**src/rtl/usc_pkg.sv**
```systemverilog
// Constants, modes and carriers of the serial port control block
package usc_pkg;

    localparam int AXI_AW = 12;

    // Word indices; byte address is four times the index
    localparam logic [9:0] IDX_STATUS_A = 10'h0C0;
    localparam logic [9:0] IDX_CTRL_B   = 10'h0C1;
    localparam logic [9:0] IDX_CTRL_C   = 10'h0C2;

    localparam logic [7:0] RST_STATUS_A = 8'h20;
    localparam logic [7:0] RST_CTRL_B   = 8'h00;
    localparam logic [7:0] RST_CTRL_C   = 8'h06;

    localparam int A_RX_DONE   = 7;
    localparam int A_TX_DONE   = 6;
    localparam int A_BUF_EMPTY = 5;
    localparam int A_FRAME_ERR = 4;
    localparam int A_OVERRUN   = 3;
    localparam int A_PAR_ERR   = 2;
    localparam int A_DOUBLE    = 1;
    localparam int A_MULTI     = 0;

    localparam int B_RX_IRQ    = 7;
    localparam int B_TX_IRQ    = 6;
    localparam int B_EMPTY_IRQ = 5;
    localparam int B_RX_EN     = 4;
    localparam int B_TX_EN     = 3;
    localparam int B_SIZE_HI   = 2;
    localparam int B_RX_NINTH  = 1;
    localparam int B_TX_NINTH  = 0;

    localparam int C_MODE_HI   = 7;
    localparam int C_MODE_LO   = 6;
    localparam int C_PAR_HI    = 5;
    localparam int C_PAR_LO    = 4;
    localparam int C_STOP      = 3;
    localparam int C_SIZE_MID  = 2;
    localparam int C_SIZE_LOW  = 1;
    localparam int C_POLARITY  = 0;

    localparam logic [4:0] DIV_NORMAL = 5'h10;
    localparam logic [4:0] DIV_DOUBLE = 5'h08;
    localparam logic [4:0] DIV_SYNC   = 5'h02;

    localparam logic [3:0] BITS_FIVE  = 4'h5;
    localparam logic [3:0] BITS_SIX   = 4'h6;
    localparam logic [3:0] BITS_SEVEN = 4'h7;
    localparam logic [3:0] BITS_EIGHT = 4'h8;
    localparam logic [3:0] BITS_NINE  = 4'h9;

    localparam logic [2:0] SIZE_NINE  = 3'h7;

    localparam logic [1:0] RESP_OKAY   = 2'h0;
    localparam logic [1:0] RESP_SLVERR = 2'h2;

    typedef enum logic [1:0] {
        MODE_ASYNC = 2'h0,
        MODE_SYNC  = 2'h1,
        MODE_RSVD  = 2'h2,
        MODE_SPI   = 2'h3
    } usc_mode_e;

    typedef enum logic [1:0] {
        TX_OFF   = 2'h0,
        TX_ON    = 2'h1,
        TX_DRAIN = 2'h3
    } usc_tx_e;

    typedef struct packed {
        logic              awvalid;
        logic [AXI_AW-1:0] awaddr;
        logic              wvalid;
        logic [31:0]       wdata;
        logic [3:0]        wstrb;
        logic              bready;
        logic              arvalid;
        logic [AXI_AW-1:0] araddr;
        logic              rready;
    } usc_axi_req_s;

    typedef struct packed {
        logic        awready;
        logic        wready;
        logic        bvalid;
        logic [1:0]  bresp;
        logic        arready;
        logic        rvalid;
        logic [31:0] rdata;
        logic [1:0]  rresp;
    } usc_axi_rsp_s;

    typedef struct packed {
        logic rxFrameDone;
        logic rxNinthBit;
        logic rxFrameErr;
        logic rxOverrun;
        logic rxParityErr;
        logic rxUnread;
        logic txShiftDone;
        logic txBufEmpty;
        logic txPending;
    } usc_eng_s;

    typedef struct packed {
        logic [4:0] baudDivisor;
        logic [3:0] dataBits;
        logic       parityEn;
        logic       parityOdd;
        logic       twoStopBits;
        usc_mode_e  opMode;
        logic       lsbFirst;
        logic       sampleOnRise;
        logic       shiftOnRise;
        logic       clkIdleHigh;
        logic       txNinthBit;
        logic       dropDataFrames;
        logic       rxPinOwn;
        logic       txPinOwn;
        logic       rxFlush;
    } usc_cfg_s;

    typedef struct packed {
        logic rxDoneIrq;
        logic txDoneIrq;
        logic bufferEmptyIrq;
    } usc_irq_s;

endpackage

```
**src/rtl/usc_control_config.sv**
```systemverilog
// Serial port control and configuration registers over AXI4-Lite
`timescale 1ns/1ns
module usc_control_config
    import usc_pkg::*;
(
    input  wire          clk,
    input  wire          sys_rst,
    input  usc_axi_req_s axiReq,
    output usc_axi_rsp_s axiRsp,
    input  usc_eng_s     engIn,
    input  wire          globalIrqEnable,
    output usc_cfg_s     cfgOut,
    output usc_irq_s     irqOut
);

    logic       awreadyReg;
    logic       awready_next;
    logic       wreadyReg;
    logic       wready_next;
    logic       awHeldReg;
    logic       awHeld_next;
    logic       wHeldReg;
    logic       wHeld_next;
    logic [9:0] awIdxReg;
    logic [9:0] awIdx_next;
    logic [7:0] wByteReg;
    logic [7:0] wByte_next;
    logic       wLaneReg;
    logic       wLane_next;
    logic       bvalidReg;
    logic       bvalid_next;
    logic [1:0] brespReg;
    logic [1:0] bresp_next;
    logic       arreadyReg;
    logic       arready_next;
    logic       rvalidReg;
    logic       rvalid_next;
    logic [7:0] rdataReg;
    logic [7:0] rdata_next;
    logic [1:0] rrespReg;
    logic [1:0] rresp_next;
    logic       awHs;
    logic       wHs;
    logic       arHs;
    logic       wrFire;
    logic       wrA;
    logic       wrB;
    logic       wrC;

    logic       txDoneReg;
    logic       txDone_next;
    logic       frameErrReg;
    logic       frameErr_next;
    logic       overrunReg;
    logic       overrun_next;
    logic       parErrReg;
    logic       parErr_next;
    logic       doubleReg;
    logic       double_next;
    logic       multiReg;
    logic       multi_next;
    logic       rxNinthReg;
    logic       rxNinth_next;
    logic [7:0] ctrlBReg;
    logic [7:0] ctrlB_next;
    logic [7:0] ctrlCReg;
    logic [7:0] ctrlC_next;
    usc_tx_e    txStateReg;
    usc_tx_e    txState_next;
    usc_cfg_s   cfgReg;
    usc_cfg_s   cfg_next;
    usc_irq_s   irqReg;
    usc_irq_s   irq_next;

    usc_mode_e  mode;
    logic       spi;
    logic       sync;
    logic       async;
    logic [2:0] sizeCode;
    logic       nineBits;
    logic       rxDoneFlag;
    logic [7:0] statusA;

    assign mode = usc_mode_e'(ctrlCReg[C_MODE_HI:C_MODE_LO]);
    assign spi = (mode == MODE_SPI);
    assign sync = (mode == MODE_SYNC);
    assign async = !spi && !sync; // Reserved mode runs async
    assign sizeCode = {ctrlBReg[B_SIZE_HI], ctrlCReg[C_SIZE_MID:C_SIZE_LOW]};
    assign nineBits = !spi && (sizeCode == SIZE_NINE);
    assign rxDoneFlag = engIn.rxUnread && ctrlBReg[B_RX_EN];
    assign statusA = {rxDoneFlag, txDoneReg, engIn.txBufEmpty,
                      frameErrReg, overrunReg, parErrReg,
                      doubleReg, multiReg};

    assign axiRsp.awready = awreadyReg;
    assign axiRsp.wready = wreadyReg;
    assign axiRsp.bvalid = bvalidReg;
    assign axiRsp.bresp = brespReg;
    assign axiRsp.arready = arreadyReg;
    assign axiRsp.rvalid = rvalidReg;
    assign axiRsp.rdata = {24'h00_0000, rdataReg};
    assign axiRsp.rresp = rrespReg;
    assign cfgOut = cfgReg;
    assign irqOut = irqReg;

    // Bus slave: one write and one read under way at a time
    always_comb begin
        awHs = axiReq.awvalid && awreadyReg;
        wHs = axiReq.wvalid && wreadyReg;
        awIdx_next = awHs ? axiReq.awaddr[AXI_AW-1:2] : awIdxReg;
        wByte_next = wHs ? axiReq.wdata[7:0] : wByteReg;
        wLane_next = wHs ? axiReq.wstrb[0] : wLaneReg;
        awHeld_next = awHeldReg || awHs;
        wHeld_next = wHeldReg || wHs;
        bvalid_next = bvalidReg && !axiReq.bready;
        bresp_next = brespReg;
        wrFire = awHeld_next && wHeld_next && !bvalidReg;
        wrA = 1'b0;
        wrB = 1'b0;
        wrC = 1'b0;
        if (wrFire) begin
            awHeld_next = 1'b0;
            wHeld_next = 1'b0;
            bvalid_next = 1'b1;
            bresp_next = RESP_OKAY;
            case (awIdx_next)
                IDX_STATUS_A: wrA = wLane_next;
                IDX_CTRL_B:   wrB = wLane_next;
                IDX_CTRL_C:   wrC = wLane_next;
                default:      bresp_next = RESP_SLVERR;
            endcase
        end
        awready_next = !awHeld_next && !bvalid_next;
        wready_next = !wHeld_next && !bvalid_next;

        arHs = axiReq.arvalid && arreadyReg;
        rvalid_next = rvalidReg && !axiReq.rready;
        arready_next = !arHs && !(rvalidReg && !axiReq.rready);
        rdata_next = rdataReg;
        rresp_next = rrespReg;
        if (arHs) begin
            rvalid_next = 1'b1;
            rresp_next = RESP_OKAY;
            case (axiReq.araddr[AXI_AW-1:2])
                IDX_STATUS_A: rdata_next = statusA;
                IDX_CTRL_B: begin
                    rdata_next = ctrlBReg;
                    rdata_next[B_RX_NINTH] = rxNinthReg;
                end
                IDX_CTRL_C:   rdata_next = ctrlCReg;
                default: begin
                    rdata_next = 8'h00;
                    rresp_next = RESP_SLVERR;
                end
            endcase
        end
    end

    always_ff @(posedge clk) begin
        if (sys_rst) begin
            awreadyReg <= 1'b0;
            wreadyReg <= 1'b0;
            awHeldReg <= 1'b0;
            wHeldReg <= 1'b0;
            awIdxReg <= 10'h000;
            wByteReg <= 8'h00;
            wLaneReg <= 1'b0;
            bvalidReg <= 1'b0;
            brespReg <= RESP_OKAY;
            arreadyReg <= 1'b0;
            rvalidReg <= 1'b0;
            rdataReg <= 8'h00;
            rrespReg <= RESP_OKAY;
        end else begin
            awreadyReg <= awready_next;
            wreadyReg <= wready_next;
            awHeldReg <= awHeld_next;
            wHeldReg <= wHeld_next;
            awIdxReg <= awIdx_next;
            wByteReg <= wByte_next;
            wLaneReg <= wLane_next;
            bvalidReg <= bvalid_next;
            brespReg <= bresp_next;
            arreadyReg <= arready_next;
            rvalidReg <= rvalid_next;
            rdataReg <= rdata_next;
            rrespReg <= rresp_next;
        end
    end

    // Control state, flags and configuration decode
    always_comb begin
        // Set wins over the write-one clear
        txDone_next = engIn.txShiftDone
                    || (txDoneReg && !(wrA && wByte_next[A_TX_DONE]));
        double_next = wrA ? wByte_next[A_DOUBLE] : doubleReg;
        multi_next = wrA ? wByte_next[A_MULTI] : multiReg;
        ctrlB_next = wrB ? wByte_next : ctrlBReg;
        ctrlB_next[B_RX_NINTH] = 1'b0;
        ctrlC_next = wrC ? wByte_next : ctrlCReg;

        frameErr_next = frameErrReg;
        overrun_next = overrunReg;
        parErr_next = parErrReg;
        rxNinth_next = rxNinthReg;
        if (!ctrlBReg[B_RX_EN]) begin
            frameErr_next = 1'b0;
            overrun_next = 1'b0;
            parErr_next = 1'b0;
            rxNinth_next = 1'b0;
        end else if (engIn.rxFrameDone) begin
            frameErr_next = !spi && engIn.rxFrameErr;
            overrun_next = !spi && engIn.rxOverrun;
            parErr_next = cfgReg.parityEn && engIn.rxParityErr;
            rxNinth_next = nineBits && engIn.rxNinthBit;
        end

        // Transmitter releases its pin only once drained
        txState_next = txStateReg;
        case (txStateReg)
            TX_OFF: begin
                if (ctrlBReg[B_TX_EN]) txState_next = TX_ON;
            end
            TX_ON: begin
                if (!ctrlBReg[B_TX_EN]) begin
                    txState_next = engIn.txPending ? TX_DRAIN : TX_OFF;
                end
            end
            TX_DRAIN: begin
                if (ctrlBReg[B_TX_EN]) txState_next = TX_ON;
                else if (!engIn.txPending) txState_next = TX_OFF;
            end
            default: txState_next = TX_OFF;
        endcase

        cfg_next.opMode = mode;
        if (!async) cfg_next.baudDivisor = DIV_SYNC;
        else if (doubleReg) cfg_next.baudDivisor = DIV_DOUBLE;
        else cfg_next.baudDivisor = DIV_NORMAL;
        case (sizeCode)
            3'h0:    cfg_next.dataBits = BITS_FIVE;
            3'h1:    cfg_next.dataBits = BITS_SIX;
            3'h2:    cfg_next.dataBits = BITS_SEVEN;
            3'h3:    cfg_next.dataBits = BITS_EIGHT;
            3'h7:    cfg_next.dataBits = BITS_NINE;
            default: cfg_next.dataBits = BITS_EIGHT;
        endcase
        if (spi) cfg_next.dataBits = BITS_EIGHT;
        cfg_next.parityEn = !spi && ctrlCReg[C_PAR_HI];
        cfg_next.parityOdd = ctrlCReg[C_PAR_LO];
        cfg_next.twoStopBits = !spi && ctrlCReg[C_STOP];
        cfg_next.lsbFirst = spi && ctrlCReg[C_SIZE_MID];
        if (spi) begin
            cfg_next.sampleOnRise = !(ctrlCReg[C_SIZE_LOW]
                                    ^ ctrlCReg[C_POLARITY]);
        end else begin
            cfg_next.sampleOnRise = sync && ctrlCReg[C_POLARITY];
        end
        cfg_next.shiftOnRise = !async && !cfg_next.sampleOnRise;
        cfg_next.clkIdleHigh = !async && ctrlCReg[C_POLARITY];
        cfg_next.txNinthBit = nineBits && ctrlBReg[B_TX_NINTH];
        cfg_next.dropDataFrames = !spi && multiReg;
        cfg_next.rxPinOwn = ctrlBReg[B_RX_EN];
        cfg_next.txPinOwn = (txState_next != TX_OFF);
        cfg_next.rxFlush = ctrlBReg[B_RX_EN] && !ctrlB_next[B_RX_EN];

        irq_next.rxDoneIrq = ctrlBReg[B_RX_IRQ] && globalIrqEnable
                           && rxDoneFlag;
        irq_next.txDoneIrq = ctrlBReg[B_TX_IRQ] && globalIrqEnable
                           && txDoneReg;
        irq_next.bufferEmptyIrq = ctrlBReg[B_EMPTY_IRQ] && globalIrqEnable
                                && engIn.txBufEmpty;
    end

    always_ff @(posedge clk) begin
        if (sys_rst) begin
            txDoneReg <= RST_STATUS_A[A_TX_DONE];
            frameErrReg <= RST_STATUS_A[A_FRAME_ERR];
            overrunReg <= RST_STATUS_A[A_OVERRUN];
            parErrReg <= RST_STATUS_A[A_PAR_ERR];
            doubleReg <= RST_STATUS_A[A_DOUBLE];
            multiReg <= RST_STATUS_A[A_MULTI];
            rxNinthReg <= 1'b0;
            ctrlBReg <= RST_CTRL_B;
            ctrlCReg <= RST_CTRL_C;
            txStateReg <= TX_OFF;
            cfgReg <= '0;
            irqReg <= '0;
        end else begin
            txDoneReg <= txDone_next;
            frameErrReg <= frameErr_next;
            overrunReg <= overrun_next;
            parErrReg <= parErr_next;
            doubleReg <= double_next;
            multiReg <= multi_next;
            rxNinthReg <= rxNinth_next;
            ctrlBReg <= ctrlB_next;
            ctrlCReg <= ctrlC_next;
            txStateReg <= txState_next;
            cfgReg <= cfg_next;
            irqReg <= irq_next;
        end
    end
endmodule

```
**config.mk**
```make
export PLATFORM = sky130hd
export DESIGN_NAME = usc_control_config
export DESIGN_NICKNAME = d
export VERILOG_FILES = /design/src/rtl/usc_pkg.sv /design/src/rtl/usc_control_config.sv
export SDC_FILE = /design/constraint.sdc
export NUM_CORES = 1
export LEC_CHECK = 0
export BUFFER_PORTS_ARGS = -buffer_cell sky130_fd_sc_hd__buf_2
export CAP_MARGIN = 20
export CORE_AREA = 10 10 110 83
export CTS_CLUSTER_SIZE = 14
export DETAILED_ROUTE_END_ITERATION = 8
export DIE_AREA = 0 0 120 93
export PLACE_DENSITY = 0.82
export SYNTH_ARGS = -nofsm -noshare
export SYNTH_HDL_FRONTEND = slang
export SYNTH_SLANG_ARGS = --single-unit
```
**constraint.sdc**
```tcl
create_clock -name clk -period 3.73 [get_ports clk]
set_clock_uncertainty 0.1 [all_clocks]
set_input_delay 0.5595 -clock clk [delete_from_list [all_inputs] [get_ports clk]]
set_output_delay 0.5595 -clock clk [all_outputs]
set_load 0.02 [all_outputs]
```
==> impl_metrics.yaml, run 1 <==
outcome:
  status: "complete, no violations"
pwr:
  seqPwrFrac_pct: 53.7
  p_leak_nw: 1.832
  p_int_mw: 1.283
  comb_power_share_pct: 9.1
  switchingPower_uw: 449.9
  p_per_area_nw_per_um2: 428.8
  power_frac_clock_pct: 37.2
  ir_drop_mv: 0.1989
  switching_share_pct: 25.96
drt:
  vias_per_cell: 4.945
  final_antenna_net_count: 0
  vias: 2685
  wl_per_cell_microns: 15.08
  drc: 0
  drtIter0Drc: 219
  postRouteWirelength_microns: 8187
  drt_pass1_iterations: 4
setup_path:
  critPathMaxFanout: 15
  endpoint: "ctrlBReg[2]"
  reg2reg_slack_ns: 1.27
  timing.critical_path.from_type: "register"
  cp_num_buf_inv: 0
  max_stage_delay_ns: 0.76
  worstSetupPathType: "reg -> reg"
  regToRegEndpoint: "ctrlBReg[2]"
  path_cells: "and2_1 -> nand3_2 -> a2111oi_4 -> mux2_4"
  timing.rr.start: "awreadyReg"
  arrival_ns: 2.61
  cp.depth: 4
  crit_family: "compound AO/OA/AOI/OAI gates"
  crit_path_end_kind: "register"
  reg2reg_depth: 4
  cp.required_ns: 3.88
  cp-startpoint: "awreadyReg"
  crit_path_top_delay_cell: "a2111oi_4"
clock_tree:
  cts.path.max_buffers: 2
  post-cts-setup-buffers: 0
  cts_max_level: 3
  clkTransAtPathRegs_ns: 0.08
  cts_buffers: 9
  cts-root-buf: "clkbuf_8"
  cts_tree: "done"
  cts-resized-gates: 0
  clk_latency_ns: 0.35
  clock-sinks: 84
  ctsHoldBuffers: 0
global_routing:
  grt_antenna_before_repair: 0
  grt_pass1_vias: 2678
  gr-total-overflow: 0
  grt_max_degree: 46
  grt_usage_pct: 14.50
  grt_first_pass_wirelength_microns: 13300
placed_design:
  io_buffers: 84
  place_congestion: 0.8139
  hpwl_microns: 6314
cells_and_area:
  fin_util_pct: 57.27
  drive_gt1_share_pct: 26.97
  area_growth_pct: 15.93
  multi_input_area_sq_um: 1578
  fin_nets: 517
  antennaDiodeCount: 0
  seqCellArea_sq_um: 1682
  nFillCells: 639
  final_cell_mix: "dfxtp_1 (84), buf_2 (84), nand2_1 (38)"
sta:
  hold_viol_final: 0
  finalSetupViolations: 0
  rsz0062_at_grt: "false"
  min_period_over_period_pct: 66.06
  max_freq_mhz: 405.9
  slew_headroom_pct: 48.89
  worst_slew_pin_slew_ns: 0.7666
  tns_ns: 0
  drv_slew: 0
  finalCriticalPeriod_ns: 2.464
floorplanning:
  core_area_sq_um: 7059
  boundaryPins: 144
  rows: 26
  die_h_microns: 93
  die_width_microns: 120
  die_area_sq_um: 11160
  start_util_pct: 49.40
flow_run:
  cap_violations: 0
synthesis:
  syn_avg_cell_area_sq_um: 9.633
  yosysSeqAreaShare_pct: 48.22
  syn_area_sq_um: 3487
  synth-seq-cells: 84
  ys_warn_count: 0
  synth_area_leader_cell: "dfxtp_1"
  synth_top_area_share_pct: 48.22
  synth_top_cells_by_area: "dfxtp_1 (48%), buf_4 (7.1%), mux2i_1 (6.9%)"
  synth.distinct_cells: 43
  postSynthCellCount: 362
worst_hold_path:
  hold_class: "reg -> reg"
-- sequential cells by signal (all words and copies together), names as in the netlist, 2 cells and up --
| register | flops |
|---|---|
| ctrlBReg | 7 |
| txStateReg | 2 |
| wByteReg | 8 |
| irqOut | 3 |
| ctrlCReg | 8 |
| awIdxReg | 10 |
| rdataReg | 8 |
| cfgOut | 21 |
-- power groups by stage --
stage / registers (mW) / clock network [mW] / logic, mW
after CTS: 0.930 / 0.658 / 0.158
after global routing: 0.933 / 0.707 / 0.174
final: 0.930 / 0.645 / 0.158
after floorplan: 0.952 / 0 / 0.131
after detailed placement: 0.951 / 0 / 0.157
after global placement: 0.950 / 0 / 0.153
-- worst min-delay path by stage --
stage / from / endpoint / slack (ns) / cells past startpoint
finish: awHeldReg / awreadyReg / 0.33 / 1
global route: engIn[1] / irqOut[0] / 0.34 / 2
CTS: awHeldReg / awreadyReg / 0.33 / 1
detailed placement: awHeldReg / awreadyReg / 0.31 / 1
global placement: awHeldReg / awreadyReg / 0.31 / 1
floorplan: awHeldReg / awreadyReg / 0.30 / 1
-- synthesized netlist by cell type, drive strengths merged --
cell     number
dfxtp        84
nand2        39
buf          37
a21oi        28
mux2i        24
nor2         17
nand2b       16
nor2b        10
inv           9
o21ai         9
a2bb2oi       8
clkbuf        8
nand3         8
and2          7
nor3          7
and3          6
mux2          6
a211oi        4
nor4b         4
or2           4
a31oi         3
and4b         3
nor3b         3
a2111o        2
a2111oi       2
nor4          2
xnor2         2
a21o          1
a311oi        1
and3b         1
and4          1
conb          1
nand3b        1
nand4         1
nand4b        1
nor4bb        1
o31a          1
-- area by class of cell --
type / count / share of cell area (%)
Timing Repair Buffer: 85 / 10.58
Sequential cell: 84 / 41.60
Inverter: 9 / 0.8357
Multi-Input combinational cell: 251 / 39.03
Clock inverter: 7 / 1.857
Clock buffer: 9 / 3.064
Tap cell: 98 / 3.033
-- routing by layer --
layer,part of all wire [%],up-vias,track usage (%),wire [microns]
li1,-,1352,-,-
met1,43,1234,17.27,3543
met2,47,92,23.35,3816
met3,8.9,7,6.066,732
met4,1.1,0,4.609,94
met5,0,-,0,0
-- logic make-up (layout without fill, tap and decap cells) --
family          Yosys count  count (layout)  share of synthesized area (%)
compound gates           59              59                          11.30
xor+xnor                  2               2                         0.5024
buf+inv                  54             110                          9.437
flops                    84              84                          48.22
mux                      30              30                          9.149
other cells               1              28                         0.1075
simple gates            132             132                          21.28
-- stage by stage --
step | cell area, sq um | hold slack, ns | worst slack [ns] | power [mW] | instances
finish | 4043 | 0.3275 | 1.266 | 1.733 | 543
global route | 4043 | 0.3445 | 1.134 | 1.814 | 543
CTS | 4043 | 0.3272 | 1.277 | 1.746 | 543
detailed placement | 3844 | 0.3145 | 1.036 | 1.108 | 527
global placement | 3844 | 0.3105 | 1.031 | 1.103 | 527
floorplan | 3588 | 0.3016 | 1.552 | 1.083 | 389
(Power assumes the default switching activity.)
==> inputs of run 2 (changes only) <==
- ABC_AREA: unset -> 1
- CORE_AREA: 10 10 110 83 -> 10 10 116 87
- DIE_AREA: 0 0 120 93 -> 0 0 126 97
- PLACE_DENSITY: 0.82 -> 0.78
- clock period: 3.73 -> 2.55 ns (I/O delays scaled with it)
==> run 2 against run 1 <==
Largest power group is now the clock network. Sequential share of layout area decreased by 3.3 points. Clock-buffer cell count is the same. Critical path depth up 5. Core utilization shrank 0.76 points. Fmax is 16% higher. First-iteration DRC count rose by 33%. Critical endpoint is now ctrlCReg[6]. Register-to-register slack worse by 0.84 ns. Wire length increased by 12%. Power up 81%.
==> impl_metrics.yaml, run 2 <==
setup_path:
  timing.critical_path.from_type: "register"
  worstSetupPathType: "reg -> reg"
  cp.required_ns: 2.68
  critPathMaxFanout: 15
  arrival_ns: 2.25
  reg2reg_depth: 9
  crit_path_end_kind: "register"
  regToRegEndpoint: "ctrlCReg[6]"
  timing.rr.start: "awreadyReg"
  reg2reg_slack_ns: 0.43
synthesis:
  syn_area_sq_um: 3737
  ys_warn_count: 0
  synth_common_cells: "nand2_1 (87), dfxtp_1 (84), nand3_1 (59)"
  synth_top_area_share_pct: 44.99
  synth-edff-count: 0
  async_flop_share_pct: 0
  synth.distinct_cells: 36
  synth_area_leader_cell: "dfxtp_1"
  synth-seq-cells: 84
  yosysMostFrequentCell: "nand2_1"
  syn_avg_cell_area_sq_um: 7.852
  ys.flop_type: "dfxtp_1"
  yosysSeqAreaShare_pct: 44.99
  postSynthCellCount: 476
  synth_top_cells_by_area: "dfxtp_1 (45%), nand2_1 (8.7%), nand3_1 (7.9%)"
outcome:
  status: "complete, no violations"
cells_and_area:
  antennaDiodeCount: 0
  nFillCells: 719
  fin_nets: 632
  layout_commonest_cell: "nand2_1"
  multi_input_area_sq_um: 1617
  area_growth_pct: 17.48
  seqCellArea_sq_um: 1682
  final_cell_mix: "nand2_1 (87), dfxtp_1 (84), buf_2 (84)"
  largest_reg_flops: 21
  drive_gt1_share_pct: 25.36
  fin_util_pct: 56.51
global_routing:
  grt_first_pass_wirelength_microns: 15000
  grt_use_met2_pct: 22.48
  gr-total-overflow: 0
  grt_antenna_before_repair: 0
  grt_pass1_vias: 3114
  grt_max_degree: 45
  grt.met1_usage_pct: 18.84
  grt_usage_pct: 14.72
  grt_busiest_layer: "met2"
  met3_usage_pct: 5.985
clock_tree:
  clk_latency_ns: 0.34
  cts-root-buf: "clkbuf_16"
  cts_tree: "done"
  ctsHoldBuffers: 0
  cts.path.max_buffers: 2
  cts_max_level: 3
  clkTransAtPathRegs_ns: 0.06
  cts-resized-gates: 0
  cts_buffers: 9
  post-cts-setup-buffers: 0
  clock-sinks: 84
drt:
  drt_pass1_iterations: 7
  postRouteWirelength_microns: 9156
  drtIter0Drc: 291
  vias_per_cell: 4.814
  vias: 3182
  final_antenna_net_count: 0
  drc: 0
  wl_per_cell_microns: 13.85
pwr:
  ir_drop_mv: 0.3481
  p_total_mw: 3.132
  p_leak_nw: 2.206
  p_per_area_nw_per_um2: 713.5
sta:
  tns_ns: 0
  hold_viol_final: 0
  finalCriticalPeriod_ns: 2.124
  slew_headroom_pct: 63.44
  max_freq_mhz: 470.8
  rsz0062_at_grt: "false"
  setup_ws_ns: 0.4258
  drv_slew: 0
  finalSetupViolations: 0
  worst_slew_pin_slew_ns: 0.5464
  min_period_over_period_pct: 83.30
worst_hold_path:
  worstHoldStart: "engIn[2]"
  holdPathStages: 3
  hold_class: "in -> reg"
  min_to: "txDoneReg"
flow_run:
  cap_violations: 0
floorplanning:
  start_util_pct: 48.10
  core_area_sq_um: 7770
  die_h_microns: 97
  die_area_sq_um: 12220
  boundaryPins: 144
  die_width_microns: 126
  rows: 27
placed_design:
  io_buffers: 84
  preCtsSetupSlack_ns: 0.4366
  hpwl_microns: 6971
  place_congestion: 0.8605
run 2: changes by cell type after synthesis, moves of 16 or more:
cell / change
inv_1: +39
mux2i_1: -18
nand2_1: +49
nand2b_1: -16
nand3_1: +53
nor2_1: +37
run 2: worst max path at each step:
stage	from	endpoint	slack, ns
CTS	awreadyReg	ctrlCReg[6]	0.43
floorplan	axiReq[64]	ctrlCReg[4]	0.89
finish	awreadyReg	ctrlCReg[6]	0.43
global route	awreadyReg	ctrlCReg[6]	0.23
global placement	awreadyReg	ctrlCReg[6]	0.49
detailed placement	awreadyReg	ctrlCReg[1]	0.44
run 2: routing by layer:
metal / part of all wire, % / vias up
li1: - / 1619
met1: 45 / 1420
met2: 45 / 132
met3: 9.8 / 11
met4: 0.82 / 0
met5: 0 / -
run 2: cell type report:
cell class | instances | area share (%)
Clock inverter | 7 | 2.251
Multi-Input combinational cell | 321 | 36.82
Clock buffer | 9 | 5.130
Tap cell | 101 | 2.878
Timing Repair Buffer | 88 | 10.26
Sequential cell | 84 | 38.30
Inverter | 51 | 4.360
run 2: metrics by stage:
step | cell area (sq um) | hold WS [ns] | instances
floorplan | 3839 | 0.3165 | 503
global placement | 4066 | 0.3504 | 645
detailed placement | 4066 | 0.3577 | 645
CTS | 4390 | 0.1762 | 661
global route | 4390 | 0.1786 | 661
finish | 4390 | 0.1813 | 661
run 2: cell families (layout without fill, tap and decap cells):
family | count (synthesis) | after routing | synth area share, %
and+or+nand+nor | 248 | 248 | 32.71
buffers and inverters | 98 | 155 | 14.46
DFF | 84 | 84 | 44.99
AOI/OAI and AO/OA | 38 | 38 | 5.892
muxes | 6 | 6 | 1.607
other | 1 | 28 | 0.1003
xor gates and xnor gates | 1 | 1 | 0.2344
run 2: worst max-delay path, stage by stage, from the launching register on:
cell and delay [ns]:
dfxtp_1 0.60, nand2_8 0.18, nand2_1 0.13, nand2_1 0.05, nor2_1 0.20, nand2_4 0.11
nor2_4 0.31, nand2_1 0.16, nor2_1 0.12, a21oi_1 0.05
run 2: power breakdown:
group / switching (mW) / internal [mW] / total [mW]
Sequential: 0.0236 / 1.35 / 1.38
Clock: 0.533 / 0.864 / 1.40
Combinational: 0.251 / 0.108 / 0.358
